[config.mk]
export PLATFORM = sky130hd
export DESIGN_NAME = pctmr_top
export DESIGN_NICKNAME = d
export VERILOG_FILES = /design/src/inc/pctmr_pkg.sv /design/src/inc/pctmr_tick_if.sv /design/src/hw/pctmr_tick_sel.sv /design/src/hw/pctmr_top.sv
export VERILOG_INCLUDE_DIRS = /design/src /design/src/inc
export SDC_FILE = /design/constraint.sdc
export NUM_CORES = 1
export LEC_CHECK = 0
export ABC_AREA = 1
export BUFFER_PORTS_ARGS = -buffer_cell sky130_fd_sc_hd__buf_2
export CAP_MARGIN = 20
export CELL_PAD_IN_SITES_DETAIL_PLACEMENT = 1
export CELL_PAD_IN_SITES_GLOBAL_PLACEMENT = 2
export CORE_AREA = 2 2 115 117
export DETAILED_ROUTE_END_ITERATION = 16
export DIE_AREA = 0 0 117 119
export PLACE_DENSITY = 0.82
export SLEW_MARGIN = 40
export SYNTH_ARGS = -nofsm -noshare
export SYNTH_HDL_FRONTEND = slang
export SYNTH_SLANG_ARGS = --single-unit
[constraint.sdc]
create_clock -name MCLK -period 4.31 [get_ports MCLK]
set_input_delay 0.2155 -clock MCLK [delete_from_list [all_inputs] [get_ports MCLK]]
set_output_delay 0.2155 -clock MCLK [all_outputs]
set_load 0.05 [all_outputs]
[src/inc/pctmr_regs.svh]
// register offsets, field positions and reset values of the channel timer
// assumes: byte-wide register port, 8-bit addresses
`ifndef PCTMR_REGS_SVH
`define PCTMR_REGS_SVH

`define PCT_OFF_VAL0 8'h3A
`define PCT_OFF_VAL1 8'h3B
`define PCT_OFF_VAL2 8'h3C
`define PCT_OFF_CFG 8'h3D
`define PCT_OFF_CMD 8'h50
`define PCT_OFF_ISTAT 8'h51
`define PCT_OFF_IMASK 8'h52
`define PCT_OFF_STAT 8'h53

`define PCT_CFG_SRC_BIT 7
`define PCT_CFG_OWNER_BIT 4
`define PCT_CFG_CNT_HI 2
`define PCT_CFG_CNT_LO 0
`define PCT_CFG_MASK 8'h97
`define PCT_CNT_UNLIMITED 3'h7

`define PCT_CMD_START_BIT 0
`define PCT_CMD_STOP_BIT 1

`define PCT_IRQ_EXPIRY_BIT 0
`define PCT_IRQ_POLL_BIT 1
`define PCT_IRQ_EXHAUST_BIT 2
`define PCT_IRQ_W 3

`define PCT_RST_BYTE 8'h00
`define PCT_RST_VALUE 24'h000000

`endif

[src/inc/pctmr_pkg.sv]
// types of the channel timer: run state and the state records of both modules
// assumes: pctmr_regs.svh is included by the top-level design file and the bench
`default_nettype none
package pctmr_pkg;

    typedef enum logic {PCT_IDLE, PCT_RUN} pctmr_run_e;

    typedef struct packed {
        logic [1:0][2:0] sh;
        logic [1:0] lvl;
        logic tick;
    } pctmr_tick_s;

    typedef struct packed {
        logic [23:0] value;
        logic src;
        logic owner;
        logic [2:0] cnt;
        pctmr_run_e run;
        logic [23:0] count;
        logic [2:0] rem;
        logic [2:0] ist;
        logic [2:0] imask;
        logic [7:0] rdata;
        logic poll;
    } pctmr_core_s;

endpackage
`default_nettype wire

[src/inc/pctmr_tick_if.sv]
// carries the tick source choice to the tick selector and the tick back
// assumes: both ends run on MCLK
`timescale 1ns/10ps
`default_nettype none
interface pctmr_tick_if;
    logic use_fsync;
    logic tick;
    modport sel(input use_fsync, output tick);
    modport user(output use_fsync, input tick);
endinterface
`default_nettype wire

[src/hw/pctmr_tick_sel.sv]
// filters the transmit clock and frame-sync pins and yields one tick per rising edge of the selected pin
// assumes: pins asynchronous to MCLK and slower than a quarter of it
`timescale 1ns/10ps
`default_nettype none
module pctmr_tick_sel
    import pctmr_pkg::*;
(
    input wire logic MCLK,
    input wire logic SYS_RST,
    input wire logic txclk_pin,
    input wire logic fsync_pin,
    pctmr_tick_if.sel tif
);
    import pctmr_pkg::*;

    pctmr_tick_s q, d;
    logic [1:0] pin;

    assign pin = {fsync_pin, txclk_pin};

    always_comb begin
        d = q;
        for (int i = 0; i < 2; i++) begin
            d.sh[i][0] = pin[i];
            d.sh[i][1] = q.sh[i][0];
            d.sh[i][2] = q.sh[i][1];
            // a level only counts once the two later stages agree
            if (q.sh[i][1] == q.sh[i][2]) begin
                d.lvl[i] = q.sh[i][2];
            end
        end
        if (tif.use_fsync) begin
            d.tick = d.lvl[1] & ~q.lvl[1]; // see RL2
        end else begin
            d.tick = d.lvl[0] & ~q.lvl[0]; // see RL1
        end
    end

    always_ff @(posedge MCLK or posedge SYS_RST) begin
        if (SYS_RST) begin
            q <= '0;
        end else begin
            q <= d;
        end
    end

    assign tif.tick = q.tick;

endmodule
`default_nettype wire

[src/hw/pctmr_top.sv]
// channel timer: 24-bit expiry counter with restart count, cpu and protocol-engine owner
// assumes: byte register port on MCLK; protocol engine strobes are MCLK pulses
// Operation
// RL1: source select 0 ticks the timer from the effective transmit clock.
// RL2: source select 1 ticks it from frame sync, only in clock mode 5.
// RL3: software sets owner select 1 only for automatic HDLC mode.
// RL4: cpu owner: start command starts the timer at any time.
// RL5: cpu owner: every expiry raises a timer interrupt.
// RL6: cpu owner: stop command halts the timer at any moment.
// RL7: engine owner: commands ignored; engine uses timer for time-outs and retries.
// RL8: engine owner: unacknowledged frame gets poll commands after time-outs, count-limited.
// RL9: engine owner: count 7 makes poll retries unlimited.
// RL10: cpu owner: timer restarts itself after expiry, count times.
// RL11: cpu owner: count 7 gives periodic interrupts without end.
// RL12: period is value plus one ticks; value bytes least significant first.
// RL13: configuration byte: source bit 7, owner bit 4, count bits 2..0.
// RL14: cpu owner: after the last counted expiry the timer stays stopped.
`timescale 1ns/10ps
`include "pctmr_regs.svh"
`default_nettype none
module pctmr_top
    import pctmr_pkg::*;
#(
    parameter int ADDR_W = 8
) (
    input wire logic MCLK,
    input wire logic SYS_RST,
    input wire logic [ADDR_W-1:0] ADDR,
    input wire logic [7:0] WDATA,
    input wire logic WR_STB,
    input wire logic RD_STB,
    output logic [7:0] RDATA,
    output logic IRQ,
    input wire logic TXCLK_EFF,
    input wire logic FRAME_SYNC_INPUT,
    input wire logic CLOCK_MODE5,
    input wire logic IFRAME_SENT,
    input wire logic ACK_RECEIVED,
    output logic POLL_REQ,
    output logic TIMER_RUNNING
);
    import pctmr_pkg::*;

    if (ADDR_W < 7 || ADDR_W > 16) begin : g_chk
        $error("pctmr_top: ADDR_W must lie in 7..16");
    end

    function automatic logic hit(input logic [ADDR_W-1:0] a, input logic [7:0] off);
        hit = (a == ADDR_W'(off));
    endfunction

    pctmr_core_s q, d;
    pctmr_tick_if tif();
    logic tick;
    logic wr_cmd;
    logic cmd_start;
    logic cmd_stop;
    logic at_end;
    logic ev_exp;
    logic ev_poll;
    logic ev_exh;
    logic [2:0] ev;

    pctmr_tick_sel pctmr_tick_sel_i (
        .MCLK(MCLK),
        .SYS_RST(SYS_RST),
        .txclk_pin(TXCLK_EFF),
        .fsync_pin(FRAME_SYNC_INPUT),
        .tif(tif)
    );

    // source select has no meaning outside clock mode 5
    assign tif.use_fsync = q.src & CLOCK_MODE5; // see RL2
    assign tick = tif.tick;

    assign wr_cmd = WR_STB && hit(ADDR, `PCT_OFF_CMD);
    // the engine owns the timer in automatic mode, so cpu commands fall away
    assign cmd_start = wr_cmd && WDATA[`PCT_CMD_START_BIT] && !q.owner; // see RL4 see RL7
    assign cmd_stop = wr_cmd && WDATA[`PCT_CMD_STOP_BIT] && !q.owner; // see RL6 see RL7

    assign at_end = (q.run == PCT_RUN) && tick && (q.count == q.value); // see RL12
    assign ev_exp = at_end && !q.owner; // see RL5
    assign ev_poll = at_end && q.owner && (q.cnt == `PCT_CNT_UNLIMITED || q.rem != 3'h0);
    assign ev_exh = at_end && q.owner && !ev_poll;

    always_comb begin
        ev = '0;
        ev[`PCT_IRQ_EXPIRY_BIT] = ev_exp;
        ev[`PCT_IRQ_POLL_BIT] = ev_poll;
        ev[`PCT_IRQ_EXHAUST_BIT] = ev_exh;
    end

    always_comb begin
        d = q;
        d.poll = 1'b0;
        d.rdata = `PCT_RST_BYTE;

        // counting and expiry handling
        if (q.run == PCT_RUN && tick) begin
            if (q.count == q.value) begin
                d.count = '0;
                if (q.cnt == `PCT_CNT_UNLIMITED) begin
                    d.poll = q.owner; // see RL9 see RL11
                end else if (q.rem != 3'h0) begin
                    d.rem = q.rem - 3'h1; // see RL10 see RL8
                    d.poll = q.owner; // see RL8
                end else begin
                    d.run = PCT_IDLE; // see RL14
                end
            end else begin
                d.count = q.count + 24'h1;
            end
        end

        // protocol engine control in automatic mode
        if (q.owner) begin
            if (ACK_RECEIVED) begin
                d.run = PCT_IDLE; // see RL7
            end else if (IFRAME_SENT) begin
                d.run = PCT_RUN; // see RL7
                d.count = '0;
                d.rem = q.cnt;
            end
        end

        // stop wins over a start written in the same byte
        if (cmd_stop) begin
            d.run = PCT_IDLE; // see RL6
        end else if (cmd_start) begin
            d.run = PCT_RUN; // see RL4
            d.count = '0;
            d.rem = q.cnt;
        end

        if (WR_STB) begin
            if (hit(ADDR, `PCT_OFF_VAL0)) begin
                d.value[7:0] = WDATA; // see RL12
            end
            if (hit(ADDR, `PCT_OFF_VAL1)) begin
                d.value[15:8] = WDATA;
            end
            if (hit(ADDR, `PCT_OFF_VAL2)) begin
                d.value[23:16] = WDATA;
            end
            if (hit(ADDR, `PCT_OFF_CFG)) begin
                d.src = WDATA[`PCT_CFG_SRC_BIT]; // see RL13
                d.owner = WDATA[`PCT_CFG_OWNER_BIT];
                d.cnt = WDATA[`PCT_CFG_CNT_HI:`PCT_CFG_CNT_LO];
            end
            if (hit(ADDR, `PCT_OFF_IMASK)) begin
                d.imask = WDATA[`PCT_IRQ_W-1:0];
            end
        end

        // a read clears status, but an event in the same cycle survives
        if (RD_STB && hit(ADDR, `PCT_OFF_ISTAT)) begin
            d.ist = ev;
        end else begin
            d.ist = q.ist | ev;
        end

        if (RD_STB) begin
            if (hit(ADDR, `PCT_OFF_VAL0)) begin
                d.rdata = q.value[7:0];
            end
            if (hit(ADDR, `PCT_OFF_VAL1)) begin
                d.rdata = q.value[15:8];
            end
            if (hit(ADDR, `PCT_OFF_VAL2)) begin
                d.rdata = q.value[23:16];
            end
            if (hit(ADDR, `PCT_OFF_CFG)) begin
                d.rdata = {q.src, 2'b00, q.owner, 1'b0, q.cnt}; // see RL13
            end
            if (hit(ADDR, `PCT_OFF_ISTAT)) begin
                d.rdata = {5'h00, q.ist};
            end
            if (hit(ADDR, `PCT_OFF_IMASK)) begin
                d.rdata = {5'h00, q.imask};
            end
            if (hit(ADDR, `PCT_OFF_STAT)) begin
                d.rdata = {1'b0, q.rem, 3'h0, q.run == PCT_RUN};
            end
        end
    end

    always_ff @(posedge MCLK or posedge SYS_RST) begin
        if (SYS_RST) begin
            q.value <= `PCT_RST_VALUE;
            q.src <= 1'b0;
            q.owner <= 1'b0;
            q.cnt <= 3'h0;
            q.run <= PCT_IDLE;
            q.count <= 24'h000000;
            q.rem <= 3'h0;
            q.ist <= 3'h0;
            q.imask <= 3'h0;
            q.rdata <= `PCT_RST_BYTE;
            q.poll <= 1'b0;
        end else begin
            q <= d;
        end
    end

    assign RDATA = q.rdata;
    assign IRQ = |(q.ist & q.imask);
    assign POLL_REQ = q.poll;
    assign TIMER_RUNNING = (q.run == PCT_RUN);

    a_stop_halts: assert property ( // see RL6
        @(posedge MCLK) disable iff (SYS_RST)
        cmd_stop |=> (q.run == PCT_IDLE) && !TIMER_RUNNING)
        else $error("stop command did not halt the timer");

    a_start_runs: assert property ( // see RL4
        @(posedge MCLK) disable iff (SYS_RST)
        (cmd_start && !cmd_stop)
        |=> TIMER_RUNNING && (q.count == 24'h0) && (q.rem == $past(q.cnt)))
        else $error("start command did not load and run the timer");

    a_expiry_irq: assert property ( // see RL5
        @(posedge MCLK) disable iff (SYS_RST)
        (ev_exp && q.imask[`PCT_IRQ_EXPIRY_BIT]) |=> IRQ && q.ist[`PCT_IRQ_EXPIRY_BIT])
        else $error("expiry did not raise the interrupt");

    a_owner_ignores: assert property ( // see RL7
        @(posedge MCLK) disable iff (SYS_RST)
        (q.owner && wr_cmd && !tick && !ACK_RECEIVED && !IFRAME_SENT) |=> $stable(q.run))
        else $error("command acted while the engine owns the timer");

    a_period_len: assert property ( // see RL12
        @(posedge MCLK) disable iff (SYS_RST)
        (q.run == PCT_RUN && tick && q.count != q.value && !cmd_start && !q.owner)
        |=> (q.count == $past(q.count) + 24'h1) && !ev_exp)
        else $error("counter stepped wrongly before expiry");

    a_final_stop: assert property ( // see RL14
        @(posedge MCLK) disable iff (SYS_RST)
        (ev_exp && q.cnt != `PCT_CNT_UNLIMITED && q.rem == 3'h0 && !cmd_start)
        |=> !TIMER_RUNNING ##1 (!TIMER_RUNNING || $past(cmd_start)))
        else $error("timer kept running after its last expiry");

    a_restart_cnt: assert property ( // see RL10
        @(posedge MCLK) disable iff (SYS_RST)
        (ev_exp && q.cnt != `PCT_CNT_UNLIMITED && q.rem != 3'h0 && !cmd_stop && !cmd_start)
        |=> TIMER_RUNNING && (q.rem == $past(q.rem) - 3'h1) && (q.count == 24'h0))
        else $error("counted restart failed");

    a_periodic: assert property ( // see RL11
        @(posedge MCLK) disable iff (SYS_RST)
        (ev_exp && q.cnt == `PCT_CNT_UNLIMITED && !cmd_stop) |=> TIMER_RUNNING && !POLL_REQ)
        else $error("periodic timer stopped");

    a_poll_retry: assert property ( // see RL8
        @(posedge MCLK) disable iff (SYS_RST)
        (at_end && q.owner && q.rem != 3'h0 && !ACK_RECEIVED && !IFRAME_SENT)
        |=> POLL_REQ && TIMER_RUNNING ##1 !POLL_REQ)
        else $error("time-out did not request a poll retry");

    a_poll_endless: assert property ( // see RL9
        @(posedge MCLK) disable iff (SYS_RST)
        (at_end && q.owner && q.cnt == `PCT_CNT_UNLIMITED && !ACK_RECEIVED) |=> POLL_REQ)
        else $error("unlimited retries ended");

    a_cfg_zeros: assert property ( // see RL13
        @(posedge MCLK) disable iff (SYS_RST)
        (RD_STB && hit(ADDR, `PCT_OFF_CFG)) |=> (RDATA & ~`PCT_CFG_MASK) == 8'h00)
        else $error("reserved configuration bits read non-zero");

    // period counting relies on ticks never coming back to back
    a_tick_gap: assert property ( // see RL12
        @(posedge MCLK) disable iff (SYS_RST)
        tick |=> !tick)
        else $error("tick lasted more than one cycle");

    a_idle_holds: assert property ( // see RL6
        @(posedge MCLK) disable iff (SYS_RST)
        (q.run == PCT_IDLE && !cmd_start && !(q.owner && IFRAME_SENT))
        |=> $stable(q.count) && !TIMER_RUNNING)
        else $error("stopped timer moved");

    a_status_sticky: assert property ( // see RL5
        @(posedge MCLK) disable iff (SYS_RST)
        (q.ist[`PCT_IRQ_EXPIRY_BIT] && !(RD_STB && hit(ADDR, `PCT_OFF_ISTAT)))
        |=> q.ist[`PCT_IRQ_EXPIRY_BIT])
        else $error("expiry status lost without a read");

    a_read_clear: assert property ( // see RL5
        @(posedge MCLK) disable iff (SYS_RST)
        (RD_STB && hit(ADDR, `PCT_OFF_ISTAT) && ev == 3'h0) |=> (q.ist == 3'h0) && !IRQ)
        else $error("status read did not clear");

    a_value_byte0: assert property ( // see RL12
        @(posedge MCLK) disable iff (SYS_RST)
        (WR_STB && hit(ADDR, `PCT_OFF_VAL0)) |=> (q.value[7:0] == $past(WDATA)))
        else $error("low value byte not written");

    a_value_byte1: assert property ( // see RL12
        @(posedge MCLK) disable iff (SYS_RST)
        (WR_STB && hit(ADDR, `PCT_OFF_VAL1)) |=> (q.value[15:8] == $past(WDATA)))
        else $error("middle value byte not written");

    a_value_byte2: assert property ( // see RL12
        @(posedge MCLK) disable iff (SYS_RST)
        (WR_STB && hit(ADDR, `PCT_OFF_VAL2)) |=> (q.value[23:16] == $past(WDATA)))
        else $error("high value byte not written");

    a_cfg_write: assert property ( // see RL13
        @(posedge MCLK) disable iff (SYS_RST)
        (WR_STB && hit(ADDR, `PCT_OFF_CFG))
        |=> (q.src == $past(WDATA[`PCT_CFG_SRC_BIT]))
            && (q.owner == $past(WDATA[`PCT_CFG_OWNER_BIT]))
            && (q.cnt == $past(WDATA[`PCT_CFG_CNT_HI:`PCT_CFG_CNT_LO])))
        else $error("configuration fields not taken");

    a_poll_pulse: assert property ( // see RL8
        @(posedge MCLK) disable iff (SYS_RST)
        POLL_REQ |=> !POLL_REQ)
        else $error("poll request longer than one cycle");

    a_cpu_no_poll: assert property ( // see RL7
        @(posedge MCLK) disable iff (SYS_RST)
        (at_end && !q.owner) |=> !POLL_REQ)
        else $error("poll requested while the cpu owns the timer");

    a_poll_status: assert property ( // see RL8
        @(posedge MCLK) disable iff (SYS_RST)
        ev_poll |=> POLL_REQ && q.ist[`PCT_IRQ_POLL_BIT])
        else $error("poll retry not flagged");

    a_exhaust_stop: assert property ( // see RL8
        @(posedge MCLK) disable iff (SYS_RST)
        (at_end && q.owner && q.cnt != `PCT_CNT_UNLIMITED && q.rem == 3'h0
            && !ACK_RECEIVED && !IFRAME_SENT)
        |=> !TIMER_RUNNING && q.ist[`PCT_IRQ_EXHAUST_BIT])
        else $error("retries ran past the count");

    a_engine_start: assert property ( // see RL7
        @(posedge MCLK) disable iff (SYS_RST)
        (q.owner && IFRAME_SENT && !ACK_RECEIVED)
        |=> TIMER_RUNNING && (q.count == 24'h0) && (q.rem == $past(q.cnt)))
        else $error("sent frame did not start the time-out");

    a_ack_stops: assert property ( // see RL7
        @(posedge MCLK) disable iff (SYS_RST)
        (q.owner && ACK_RECEIVED) |=> !TIMER_RUNNING)
        else $error("acknowledge did not stop the time-out");

endmodule
`default_nettype wire

Word level (Yosys, flattened, before mapping)
Cells that the tools add are included.
{"block": "classes", "n_addsub": 2, "multipliers": 0, "n_div": 0, "magnitude_cmp": 0, "n_eq_ne": 12, "n_shift": 0, "muxes": 31, "bitwise_logic": 7, "n_reduce_logical": 22}
{"cell": "$mux 28", "count": 4}
{"cell": "$mux 8", "count": 8}
{"cell": "$mux 27", "count": 2}
{"cell": "$eq 8x6->1 const B", "count": 4}
{"cell": "$eq 8x7->1 const B", "count": 4}
{"cell": "$add 24x1->24 const B", "count": 1}
{"cell": "$eq 24x24->1", "count": 1}
{"cell": "$mux 24", "count": 1}
{"cell": "$logic_and 1x1->1", "count": 12}
{"cell": "$mux 1", "count": 12}
{"cell": "$mux 3", "count": 4}
{"cell": "$reduce_and 2->1", "count": 5}
{"cell": "$and 1x1->1", "count": 3}
{"cell": "$and 3x3->3", "count": 1}
{"cell": "$eq 3x3->1 const B", "count": 1}
{"cell": "$or 3x3->3", "count": 1}
{"cell": "$reduce_bool 3->1", "count": 1}
{"cell": "$reduce_or 3->1", "count": 1}
{"cell": "$sub 3x1->3 const B", "count": 1}
{"cell": "$eq 1x1->1", "count": 2}
{"cell": "$logic_not 1->1", "count": 2}
{"cell": "$not 1->1", "count": 2}
{"cell": "$logic_or 1x1->1", "count": 1}
{"block": "totals", "reg_bits": 81, "latchBits": 0, "mem_bits_rw": 0, "rom_bits": 0, "inputBits": 25, "word_cells": 91, "n_memories": 0}

Depth between registers and ports, before layout
{"block": "depth", "depth_word": 10, "depth_mapped": 14}

Modules after synthesis
From an unflattened synthesis, not the netlist that was laid out.
{"block": "hier_totals", "cells_unflattened": 630, "area_unflattened_um2": 4760.8}
{"module": "pctmr_top", "instances": 1, "cells_each": 607, "area_each_um2": 4478.0, "seq_area_each_um2": 1801.7}
{"module": "pctmr_tick_sel", "instances": 1, "cells_each": 23, "area_each_um2": 282.8, "seq_area_each_um2": 225.2}

Worst setup path after synthesis
OpenSTA, ideal clock, no wires.
{"block": "synth_path", "path_kind": "register to register", "start": "register q, in the netlist TIMER_RUNNING", "end": "register q[41] in the netlist's numbering", "setup_time_ns": 0.077, "arrival_time_ns": 1.750, "path_slack_ns": 2.483, "path_stages_with_launch": 9, "path_buffers": 0, "period_less_slack_ns": 1.827, "cell_sequence": "dfrtp_1 > nand2_1 > nor3_2 > and3_4 > inv_2 > nor2_2 > nand2_1 > or2_0 > a21oi_1"}
{"item": "from (decl)", "line_no": "pctmr_top.sv:52", "rtl": "pctmr_core_s q, d;"}

==> key figures <==
Clock tree
  – # H-tree levels: 3
  – TritonCTS buffer count: 9
  – Clk_lat worst skew: 0.36 ns
  – Clock Sink Count: 81
  – Clk slew on worst S/H paths: 0.07 ns
  – Clock Path Buffers: 2
  – CTS tree: built
  – Root Buffer Master: clkbuf_16

Route
  – Total number of vias: 4,141
  – Routed Antenna Nets: 0
  – Post-Route WL: 13.99 mm
  – DRT Pass-1 Iters: 4
  – Vias/cell: 4.906
  – Wirelength per Cell: 16.57 microns
  – Drt initial violations: 191
  – DRC violations left: 0

Timing
  – Minimum clock period after layout: 2.068 ns
  – Final worst path period share: 0.4798
  – Fin. Hold Viols: 0
  – Worst Skew: 0.006156 ns
  – Setup violators final: 0
  – Max Slew Vio Count: 0
  – Worst Tran Pin Value: 0.6063 ns
  – Max transition margin: 0.5927
  – Unrepaired setup endpoints after global routing: no
  – Max Clk Rate: 483.6 MHz
  – Fin Setup TNS: 0 ns
  – Post-route setup slack: 2.242 ns

Floorplan
  – Num rows: 42
  – Full die area: 13,920 sq um
  – Die width: 117 microns
  – Core box area: 12,870 sq um
  – Top Ports: 36
  – Die Height: 119 microns
  – Initial Util: 0.3547

Worst setup path
  – Top Family by Delay on Critical Path: simple AND/OR/NAND/NOR gates
  – Req. time, crit path: 4.54 ns
  – Crit Path Category: reg -> reg
  – Critical Path End Type: flop
  – Slowest stage cell, crit path: dfrtp_1
  – Critical-path cell list: nand2_1 > nor3_2 > and3_4 > nand2_1 > nor2_1 > xor2_1 > nor2_1
  – Critical Path AT: 2.30 ns
  – Crit start category: flop
  – Critical Path Fanout Max: 13
  – Worst path max stage delay: 0.42 ns
  – Buf/Inv on CP: 0

Pwr
  – P_sw: 0.6077 mW
  – Internal power: 1.310 mW
  – Maximum vdd drop: 0.1282 mV
  – Switch share: 0.3169
  – Leakage: 2.524 nW
  – Cell area power density: 370.0 nW/um^2
  – Flop pwr share: 0.446
  – Comb power frac: 0.156
  – Clock Power Share: 0.398

Finish
  – Layout Nets: 691
  – Area Growth Syn to Fin: 13.48%
  – # diodes: 0
  – Share of layout cells above drive strength 1: 0.1213

Yosys
  – Top-area cell type share of the netlist area: 0.4438
  – Yosys warns: 0
  – Main flop type after synthesis: dfrtp_1
  – Post-synth EDFFs: 0
  – Sequential area share after synthesis: 0.4438
  – Cell accounting for the most synthesized area: dfrtp_1
  – Synth top area cells: dfrtp_1 (44%), nand2_1 (17%), inv_1 (7.9%), o21ai_0 (5.7%), nor2_1 (4.4%)
  – Top cells by count, synth: nand2_1 (210), inv_1 (96), dfrtp_1 (81)
  – Async SR Flop Fraction: 1.000
  – Synth Net Count: 656
  – Mapped Area: 4567 sq um
  – Yosys cell types: 41
  – Most frequent cell after synthesis: nand2_1
  – Synth Area per Inst: 7.272 sq um
  – #FFs+latches synth: 81
  – Cell count after synthesis: 628

Outcome
  – Outcome: complete, no violations

Place
  – Port-buffer cells: 35
  – GP Congestion: 0.8708
  – Dpl hpwl: 11.09 mm
  – Pre-CTS setup slack: 2.265 ns

Global route
  – Largest net degree at the start of global routing: 56
  – Vias in the first global route: 4,370
  – Gr ovfl total: 0
  – Tot GR Track Use: 0.2202
  – First-pass GRT wire length: 23.02 mm
  – Initial antenna violation count: 0

Worst hold path
  – Min-Delay Path Class: in -> reg

Flow run
  – Max-cap viol count: 0
==> metal layers <==
layer	global-route usage	vias to the layer above	share of wire
li1	-	2033	-
met1	0.3067	2045	0.48
met2	0.3468	50	0.47
met3	0.03969	13	0.031
met4	0.06838	0	0.013
met5	0	-	0
==> flip-flops by register name, indices dropped and copies added, names as in the netlist <==
| register | flops |
|---|---|
| POLL_REQ | 1 |
| RDATA | 8 |
| TIMER_RUNNING | 1 |
| pctmr_tick_sel_i.d | 4 |
| pctmr_tick_sel_i.q | 4 |
| pctmr_tick_sel_i.tif.tick | 1 |
| q | 62 |
==> timing repair <==
| item | 4_1_cts | 5_1_grt |
|---|---|---|
| resized for setup | 0 | 0 |
| endpoints found under the hold margin | 56 | 0 |
| buffers inserted | 0 | 0 |
| hold buffers | 3 | 0 |
==> cells in the final DEF (no fill, tap or decap), drive strengths merged, types with 2 or more instances in the layout <==
cell type    netlist  final
ha                 3      3
o21ai             53     53
nor2              58     58
dlygate4sd3        0      3
clkinvlp           0      3
nand2            212    212
xor2              10     10
o22ai              4      4
a211oi             2      2
nand3             24     24
clkbuf             3     10
a31oi              2      2
nor3              15     15
buf               12     36
inv              102    103
o221ai             2      2
clkinv             0      2
nor4               8      8
a21oi             17     17
nand4              8      8
maj3               2      2
dfrtp             81     81
==> tightest hold or removal path, stage by stage <==
cell     delay (ns)
buf_2          0.14
nand2_1        0.08
inv_1          0.04
==> metrics by stage <==
step	hold WS, ns	power (mW)	instances	util	area, sq um
6_report	0.1441	1.918	844	0.4025	5182
5_1_grt	0.1455	2.019	844	0.4025	5182
4_1_cts	0.1382	1.936	844	0.4025	5182
3_5_place_dp	0.2984	1.170	825	0.3776	4862
3_3_place_gp	0.3255	1.156	825	0.3774	4858
2_1_floorplan	0.2469	1.062	628	-	4567
==> logic make-up after synthesis <==
family | count (synthesis) | synth area share
AOI/OAI and AO/OA | 86 | 0.1077
and+or+nand+nor | 328 | 0.3063
xor gates and xnor gates | 11 | 0.02110
adders and majority gates | 5 | 0.01260
DFF | 81 | 0.4438
buffers and inverters | 117 | 0.1085
==> final cells by class <==
type	count	area, sq um
clock inverters	6	51.30
repair buffers	39	212.7
multi-input cells	430	2044
inverters	102	387.9
fillers	1620	7692
flip-flops and latches	81	2027
clock buffers	10	239.0
well taps	176	220.2
==> worst paths after layout <==
path | slack [ns] | depth (start not counted) | startpoint | end
worst max-delay path | 2.24 | 7 | TIMER_RUNNING$_DFF_PP0_ | q[31]$_DFF_PP0_
worst min-delay path | 0.14 | 3 | RD_STB | RDATA[3]$_DFF_PP0_
worst max register to register | 2.24 | 7 | TIMER_RUNNING$_DFF_PP0_ | q[31]$_DFF_PP0_
worst min register to register | 0.35 | 0 | pctmr_tick_sel_i.d[7]$_DFF_PP0_ | pctmr_tick_sel_i.d[8]$_DFF_PP0_
max in group asynchronous | 3.14 | 4 | SYS_RST | q[35]$_DFF_PP0_
min in group asynchronous | 0.43 | 3 | SYS_RST | q[71]$_DFFE_PP0P_
==> power groups by stage <==
stage	sequential (mW)	clock, mW	combinational [mW]
after floorplan	0.865	0	0.197
after global routing	0.862	0.812	0.345
after detailed placement	0.870	0	0.299
after CTS	0.856	0.777	0.303
final	0.855	0.763	0.299
after global placement	0.868	0	0.288
Power figures use the tool's default switching activity.
